File: config.mk
export PLATFORM = sky130hd
export DESIGN_NAME = irq_status_top
export DESIGN_NICKNAME = d
export VERILOG_FILES = /design/src/include/irq_status_pkg.sv /design/src/irq_status_top.sv
export SDC_FILE = /design/constraint.sdc
export NUM_CORES = 1
export LEC_CHECK = 0
export BUFFER_PORTS_ARGS = -buffer_cell sky130_fd_sc_hd__buf_2
export CAP_MARGIN = 15
export CORE_MARGIN = 2
export CORE_UTILIZATION = 35
export DETAILED_ROUTE_END_ITERATION = 12
export PLACE_DENSITY = 0.67
export SLEW_MARGIN = 10
export SYNTH_ARGS = -nofsm -noshare
export SYNTH_HDL_FRONTEND = slang
export SYNTH_SLANG_ARGS = --single-unit
File: constraint.sdc
create_clock -name clk -period 3.8 [get_ports clk]
set_input_delay 0.76 -clock clk [delete_from_list [all_inputs] [get_ports clk]]
set_output_delay 0.76 -clock clk [all_outputs]
set_load 0.02 [all_outputs]
File: src/include/irq_status_pkg.sv
// constants and types for the top-level interrupt status block
package irq_status_pkg;
	// register byte addresses
	localparam logic [31:0] OFF_MISSED = 32'h4000A820;
	localparam logic [31:0] OFF_PEND_SET = 32'hE000E200;
	localparam logic [31:0] OFF_PEND_CLR = 32'hE000E280;
	localparam logic [31:0] OFF_ACTIVE = 32'hE000E300;
	localparam logic [31:0] OFF_FAULT = 32'hE000ED3C;
	localparam logic [31:0] OFF_EVT_STAT = 32'hE000EF00;
	localparam logic [31:0] OFF_EVT_MASK = 32'hE000EF04;

	// source bit positions
	localparam int NUM_SRC = 17;
	localparam int SRC_DEBUG = 16;
	localparam int SRC_EXT_D = 15;
	localparam int SRC_EXT_C = 14;
	localparam int SRC_EXT_B = 13;
	localparam int SRC_EXT_A = 12;
	localparam int SRC_ADC = 11;
	localparam int SRC_RADIO_RX = 10;
	localparam int SRC_RADIO_TX = 9;
	localparam int SRC_RADIO_TMR = 8;
	localparam int SRC_SECURITY = 7;
	localparam int SRC_SERIAL_TWO = 6;
	localparam int SRC_SERIAL_ONE = 5;
	localparam int SRC_SLEEP_TMR = 4;
	localparam int SRC_BASEBAND = 3;
	localparam int SRC_MGMT = 2;
	localparam int SRC_TIMER_TWO = 1;
	localparam int SRC_TIMER_ONE = 0;

	// missed flags exist for these sources only
	localparam int MISS_LO = 2;
	localparam int MISS_HI = 15;

	// fault status fields
	localparam int FAULT_W = 4;
	localparam int FLT_WRONG_SIZE = 3;
	localparam int FLT_PROT = 2;
	localparam int FLT_UNMAPPED = 1;
	localparam int FLT_OVERFLOW = 0;

	// event status / mask fields
	localparam int EVT_W = 2;
	localparam int EVT_MISSED = 0;
	localparam int EVT_FAULT = 1;

	// reset values
	localparam logic [NUM_SRC-1:0] RST_PEND = 17'h00000;
	localparam logic [NUM_SRC-1:0] RST_ACTIVE = 17'h00000;
	localparam logic [NUM_SRC-1:0] RST_MISSED = 17'h00000;
	localparam logic [FAULT_W-1:0] RST_FAULT = 4'h0;
	localparam logic [EVT_W-1:0] RST_EVT = 2'h0;

	typedef enum logic [0:0] {
		ST_IDLE = 1'b0,
		ST_ACK = 1'b1
	} apb_st_t;

	// one bus fault report from the bus fabric
	typedef struct packed {
		logic valid;
		logic wrong_size;
		logic prot;
		logic unmapped;
	} fault_evt_t;

	// second-level event report per source
	typedef struct packed {
		logic [NUM_SRC-1:0] event_pulse;
		logic [NUM_SRC-1:0] flag_busy;
	} sl_evt_t;
endpackage : irq_status_pkg

File: src/irq_status_top.sv
// top-level interrupt pending, active, missed and bus fault status over APB
//
// The implementer's own choice: the APB register port.
`timescale 1ns/1ps
// Overview of operation
// - writing one to a pending-set bit marks that source pending; bit 16 debug.
// - zero bits written to pending-set or pending-clear change nothing.
// - writing one to a pending-clear bit removes that source's pending state.
// - fixed bit map: external lines, converter, radio, security, serial, timers.
// - active register shows which sources are being serviced, same bit map.
// - missed flags live in bits 15 to 2; other bits reserved, read zero.
// - fault bit 3 set on narrow or unaligned peripheral access fault.
// - fault bit 2 set on unprivileged write to protected space.
// - fault bit 1 set on access to unimplemented address space.
// - fault bit 0 set when a fault arrives while another flag is set.
// - missed flag set when an event recurs before its earlier flag cleared.
// - writing one to a missed flag clears it; zero leaves it.
module irq_status_top
	import irq_status_pkg::*;
(
	// clock and reset
	input wire logic clk,
	input wire logic srst,
	// apb slave
	input wire logic psel,
	input wire logic penable,
	input wire logic pwrite,
	input wire logic [31:0] paddr,
	input wire logic [31:0] pwdata,
	input wire logic [3:0] pstrb,
	output logic [31:0] prdata,
	output logic pready,
	output logic pslverr,
	// interrupt sources and core
	input wire logic [NUM_SRC-1:0] src_irq,
	input wire logic [NUM_SRC-1:0] svc_enter,
	input wire logic [NUM_SRC-1:0] svc_exit,
	output logic [NUM_SRC-1:0] pending_out,
	output logic [NUM_SRC-1:0] active_out,
	// second-level events and bus faults
	input wire sl_evt_t sl_evt,
	input wire fault_evt_t fault_evt,
	// interrupt to core
	output logic irq_out
);

	function automatic logic hit(input logic [31:0] addr, input logic [31:0] off);
		hit = (addr == off);
	endfunction : hit

	// state
	apb_st_t st_r;
	apb_st_t st_nxt;
	logic [NUM_SRC-1:0] pending_r;
	logic [NUM_SRC-1:0] pending_nxt;
	logic [NUM_SRC-1:0] active_r;
	logic [NUM_SRC-1:0] active_nxt;
	logic [NUM_SRC-1:0] missed_r;
	logic [NUM_SRC-1:0] missed_nxt;
	logic [FAULT_W-1:0] fault_r;
	logic [FAULT_W-1:0] fault_nxt;
	logic [EVT_W-1:0] evt_stat_r;
	logic [EVT_W-1:0] evt_stat_nxt;
	logic [EVT_W-1:0] evt_mask_r;
	logic [EVT_W-1:0] evt_mask_nxt;
	logic [31:0] prdata_r;
	logic [31:0] prdata_nxt;
	logic pready_r;
	logic pready_nxt;
	logic pslverr_r;
	logic pslverr_nxt;
	logic irq_r;
	logic irq_nxt;

	// bus decode
	wire logic setup = psel & ~penable & (st_r == ST_IDLE);
	wire logic done = psel & penable & pready_r;
	wire logic sel_missed = hit(paddr, OFF_MISSED);
	wire logic sel_pset = hit(paddr, OFF_PEND_SET);
	wire logic sel_pclr = hit(paddr, OFF_PEND_CLR);
	wire logic sel_active = hit(paddr, OFF_ACTIVE);
	wire logic sel_fault = hit(paddr, OFF_FAULT);
	wire logic sel_estat = hit(paddr, OFF_EVT_STAT);
	wire logic sel_emask = hit(paddr, OFF_EVT_MASK);
	wire logic addr_ok = sel_missed | sel_pset | sel_pclr | sel_active
		| sel_fault | sel_estat | sel_emask;
	wire logic strb_ok = (pstrb == 4'hF);
	wire logic req_err = ~addr_ok | (pwrite & ~strb_ok);
	wire logic wr_ok = done & pwrite & ~pslverr_r;
	wire logic rd_ok = done & ~pwrite & ~pslverr_r;

	// write strobes and the event-status read strobe
	wire logic [NUM_SRC-1:0] pset_bits =
		(wr_ok & sel_pset) ? pwdata[NUM_SRC-1:0] : RST_PEND;
	wire logic [NUM_SRC-1:0] pclr_bits =
		(wr_ok & sel_pclr) ? pwdata[NUM_SRC-1:0] : RST_PEND;
	wire logic [NUM_SRC-1:0] miss_clr_bits =
		(wr_ok & sel_missed) ? pwdata[NUM_SRC-1:0] : RST_MISSED;
	wire logic wr_fault = wr_ok & sel_fault;
	wire logic wr_emask = wr_ok & sel_emask;
	wire logic rd_estat = rd_ok & sel_estat;

	// missed-event detection
	logic [NUM_SRC-1:0] miss_set;
	genvar gi;
	generate
		for (gi = 0; gi < NUM_SRC; gi++) begin : g_miss
			if (gi >= MISS_LO && gi <= MISS_HI) begin : g_has
				assign miss_set[gi] = sl_evt.event_pulse[gi]
					& sl_evt.flag_busy[gi];
			end else begin : g_none
				assign miss_set[gi] = 1'b0;
			end
		end
	endgenerate

	// fault capture
	logic [FAULT_W-1:0] flt_set;
	assign flt_set[FLT_WRONG_SIZE] = fault_evt.valid & fault_evt.wrong_size;
	assign flt_set[FLT_PROT] = fault_evt.valid & fault_evt.prot;
	assign flt_set[FLT_UNMAPPED] = fault_evt.valid & fault_evt.unmapped;
	assign flt_set[FLT_OVERFLOW] = fault_evt.valid & (|fault_r);

	// block events
	logic [EVT_W-1:0] evt_set;
	assign evt_set[EVT_MISSED] = |miss_set;
	assign evt_set[EVT_FAULT] = fault_evt.valid;

	// read view of each register
	wire logic [31:0] rd_pend = {{(32-NUM_SRC){1'b0}}, pending_r};
	wire logic [31:0] rd_active = {{(32-NUM_SRC){1'b0}}, active_r};
	wire logic [31:0] rd_missed = {{(32-NUM_SRC){1'b0}}, missed_r};
	wire logic [31:0] rd_fault = {{(32-FAULT_W){1'b0}}, fault_r};
	wire logic [31:0] rd_estat_w = {{(32-EVT_W){1'b0}}, evt_stat_r};
	wire logic [31:0] rd_emask = {{(32-EVT_W){1'b0}}, evt_mask_r};

	always_comb begin
		prdata_nxt = 32'h00000000;
		if (sel_pset | sel_pclr) begin
			prdata_nxt = rd_pend;
		end else if (sel_active) begin
			prdata_nxt = rd_active;
		end else if (sel_missed) begin
			prdata_nxt = rd_missed;
		end else if (sel_fault) begin
			prdata_nxt = rd_fault;
		end else if (sel_estat) begin
			prdata_nxt = rd_estat_w;
		end else if (sel_emask) begin
			prdata_nxt = rd_emask;
		end
	end

	// bus handshake
	always_comb begin
		st_nxt = st_r;
		pready_nxt = 1'b0;
		pslverr_nxt = 1'b0;
		case (st_r)
			ST_IDLE: begin
				if (setup) begin
					st_nxt = ST_ACK;
					pready_nxt = 1'b1;
					pslverr_nxt = req_err;
				end
			end
			ST_ACK: begin
				if (done) begin
					st_nxt = ST_IDLE;
				end else begin
					pready_nxt = 1'b1;
					pslverr_nxt = pslverr_r;
				end
			end
			default: begin
				st_nxt = ST_IDLE;
			end
		endcase
	end

	// status next values; hardware set wins over software clear
	assign pending_nxt = (pending_r & ~(pclr_bits | svc_enter)) | pset_bits
		| src_irq;
	assign active_nxt = (active_r & ~svc_exit) | svc_enter;
	assign missed_nxt = (missed_r & ~miss_clr_bits) | miss_set;
	assign fault_nxt = (wr_fault ? pwdata[FAULT_W-1:0] : fault_r)
		| flt_set;
	// clear only the bits the read actually returned
	assign evt_stat_nxt = (evt_stat_r & ~(rd_estat ? prdata_r[EVT_W-1:0] : RST_EVT))
		| evt_set;
	assign evt_mask_nxt = wr_emask ? pwdata[EVT_W-1:0] : evt_mask_r;
	assign irq_nxt = |(evt_stat_r & evt_mask_r);

	always_ff @(posedge clk) begin
		if (srst) begin
			st_r <= ST_IDLE;
			pready_r <= 1'b0;
			pslverr_r <= 1'b0;
			prdata_r <= 32'h00000000;
		end else begin
			st_r <= st_nxt;
			pready_r <= pready_nxt;
			pslverr_r <= pslverr_nxt;
			prdata_r <= setup ? prdata_nxt : prdata_r;
		end
	end

	always_ff @(posedge clk) begin
		if (srst) begin
			pending_r <= RST_PEND;
			active_r <= RST_ACTIVE;
			missed_r <= RST_MISSED;
			fault_r <= RST_FAULT;
		end else begin
			pending_r <= pending_nxt;
			active_r <= active_nxt;
			missed_r <= missed_nxt;
			fault_r <= fault_nxt;
		end
	end

	always_ff @(posedge clk) begin
		if (srst) begin
			evt_stat_r <= RST_EVT;
			evt_mask_r <= RST_EVT;
			irq_r <= 1'b0;
		end else begin
			evt_stat_r <= evt_stat_nxt;
			evt_mask_r <= evt_mask_nxt;
			irq_r <= irq_nxt;
		end
	end

	// outputs straight from flops
	assign prdata = prdata_r;
	assign pready = pready_r;
	assign pslverr = pslverr_r;
	assign pending_out = pending_r;
	assign active_out = active_r;
	assign irq_out = irq_r;

endmodule : irq_status_top

==> flow_summary.ini <==
[run_status]
run_status = finished clean

[cts]
clockBufferDepth = 2
cts_setup_buffers = 0
cts_tree = built
cts_hold_buffers = 0
cts_resized = 0
cts_sinks = 79
h-tree-depth = 3
cts_buffers = 9
clk_latency_ns = 0.35
cts.clk_slew.worst_paths_ns = 0.08
root_buffer = clkbuf_8

[critical_path]
cp.required_ns = 4.09
max_stage_delay_ns = 0.79
crit_chain = buf_2 -> nor4_4 -> nand2_2 -> nor3_2 -> buf_4 -> a221oi_1 -> o21ai_1
critPathTopFamily = simple AND/OR/NAND/NOR gates
cp_max_fo = 10
end_kind = flip-flop
worst-path-buf-inv = 2
cp_data_arrival_time_ns = 2.85
crit_type = input port to flip-flop
startpoint_type = input port
critPathSlowestCell = nor3_2

[synth]
synth-seq-cells = 79
synthCells = 472
synthSimpleGateAreaFrac_pct = 20.19
yosysTopAreaCellShare_pct = 40.45
yosysWarnings = 0
synth_compound_area_share_pct = 27.30
ys_types = 54
synth_largest_area_cell = dfxtp_1
muxShareOfSynthArea_pct = 1.568
synth.area.top_cells = dfxtp_1 (40%), a21oi_1 (8.1%), o21ai_1 (5.2%)
synth_area_per_cell_um2 = 8.284
syn_area_um2 = 3910
synthArstFlopShare_pct = 0
synthAdderAreaFrac_pct = 0
yosys_most_used_dff = dfxtp_1
synth-edff-count = 0
synth_top_family_by_area = compound AO/OA/AOI/OAI gates
synth_most_common_cell = dfxtp_1
yosysSeqAreaShare_pct = 40.45
synthTopCellsByCount = dfxtp_1 (79), a21oi_1 (63), inv_1 (52), o21ai_1 (41), nand2_1 (38)
synthXorXnorAreaFrac_pct = 0

[power]
vdd_drop_max_mv = 0.1747
p_leak_nw = 2.393
power_density_nw_per_um2 = 361.3
total_power_mw = 1.866

[layout]
post-route-util_pct = 47.43
nets = 826
diodes = 0
areaGrowthSynthToFinish_pct = 32.06
layout-drive-gt1-share_pct = 35.18

[global_routing]
antenna_found_initial = 0
grt_pass1_vias = 3909
grt_use_met3_pct = 4.209
gr-usage-met1_pct = 25.88
gr-total-overflow = 0
grt-busiest-layer = met2
gr-usage-all-layers_pct = 20.47
grt_util_met2_pct = 35.23
grt_pass1_wl_um = 19020
grt_max_degree = 40

[routing]
vias = 4234
ant_nets = 0
avgViaCountPerCell = 5.240
wl_per_cell_um = 15.56
first_pass_iters = 5
drc_errors = 0
routed_wl_um = 12570
drtIter0Drc = 299

[floorplan]
die_area_um2 = 12030
fp-row-count = 38
start_util_pct = 35.91
die_h_um = 109.7
die_w_um = 109.7
core-area_um2 = 10890
io_pins = 231

[sta]
maxSlewViolCount = 0
tightest_slew_ns = 1.068
grt_setup_unrepaired = no
hold_slack_ns = 0.4511
timing.fmax_ghz = 0.3903
fin_crit_sh_pct = 67.42
max-slew-margin-rel_pct = 28.55
clock_skew_ns = 0.007535
period_minus_slack_ns = 2.562
tns_ns = 0
finalHoldViolCount = 0
setup_viol = 0

[placed_design]
port-buffer-count = 194
gp_congestion = 0.8195
dp_hpwl_um = 9587

[hold_path]
hold_class = flip-flop to flip-flop

[job]
maxCapViolCount = 0
==> area by class of cell <==
cell class / instances / area, µm²
Timing Repair Buffer: 201 / 1023
Inverter: 53 / 198.9
Sequential cell: 79 / 1582
Clock buffer: 9 / 123.9
Multi-Input combinational cell: 320 / 1974
Fill cell: 1080 / 5724
Tap cell: 140 / 175.2
Clock inverter: 6 / 86.33
==> where the power goes <==
part | internal [mW] | total [mW] | leakage, nW | switching [mW]
sequential | 0.869 | 0.901 | 0.652 | 0.0317
combinational | 0.118 | 0.285 | 1.64 | 0.167
clock | 0.365 | 0.680 | 0.105 | 0.315
==> final timing paths <==
kind                               start                     end  slack, ns  cells after the start
setup reg to reg       pready$_SDFF_PP0_  prdata[0]$_SDFFE_PP0P_       1.70                      5
hold reg to reg   prdata[4]$_SDFFE_PP0P_  prdata[4]$_SDFFE_PP0P_       0.45                      2
setup / recovery                paddr[1]  prdata[4]$_SDFFE_PP0P_       1.24                      7
hold / removal    prdata[4]$_SDFFE_PP0P_  prdata[4]$_SDFFE_PP0P_       0.45                      2
==> routing by layer <==
layer | up-vias | wire length, µm
met5 | - | 0
li1 | 2072 | -
met1 | 1960 | 5422
met3 | 19 | 869
met2 | 183 | 6030
met4 | 0 | 250
==> flip-flops by register name, indices dropped and copies added, names as in the netlist <==
name and cells:
active_out 17, missed_r 17, pending_out 17, prdata 17, fault_r 4, evt_mask_r 2, evt_stat_r 2, irq_out 1
pready 1, pslverr 1
==> stage by stage <==
step | instance area [µm²] | setup slack (ns) | instances
2_1_floorplan | 3963 | 1.439 | 486
3_3_place_gp | 4954 | 0.9602 | 793
3_5_place_dp | 4954 | 0.9117 | 793
4_1_cts | 5164 | 1.286 | 808
5_1_grt | 5164 | 1.111 | 808
6_report | 5164 | 1.238 | 808
==> worst register-to-register path, cell delays in order, from the launching register on <==
cell      delay [ns]
dfxtp_1         0.37
nor2_1          0.12
nand2_1         0.16
nor2_1          0.85
o221ai_1        0.33
o21ai_1         0.21
==> placed cells by master (no fill, tap or decap), drive strengths merged, types with 9 or more instances in the layout <==
| master | Yosys | final |
|---|---|---|
| a211o | 17 | 17 |
| a21oi | 63 | 63 |
| a221oi | 13 | 13 |
| a31oi | 17 | 17 |
| buf | 24 | 201 |
| clkbuf | 10 | 9 |
| conb | 1 | 15 |
| dfxtp | 79 | 79 |
| inv | 52 | 52 |
| nand2 | 39 | 39 |
| nand4 | 12 | 12 |
| nor2 | 32 | 32 |
| nor4 | 11 | 11 |
| o21ai | 42 | 42 |
==> cells by family after synthesis <==
family,after synthesis
multiplexers,6
buffers and inverters,87
other,1
AO/OA/AOI/OAI,173
AND/OR/NAND/NOR,126
flip-flops,79
Note: power is estimated with default switching activity, not from simulation.
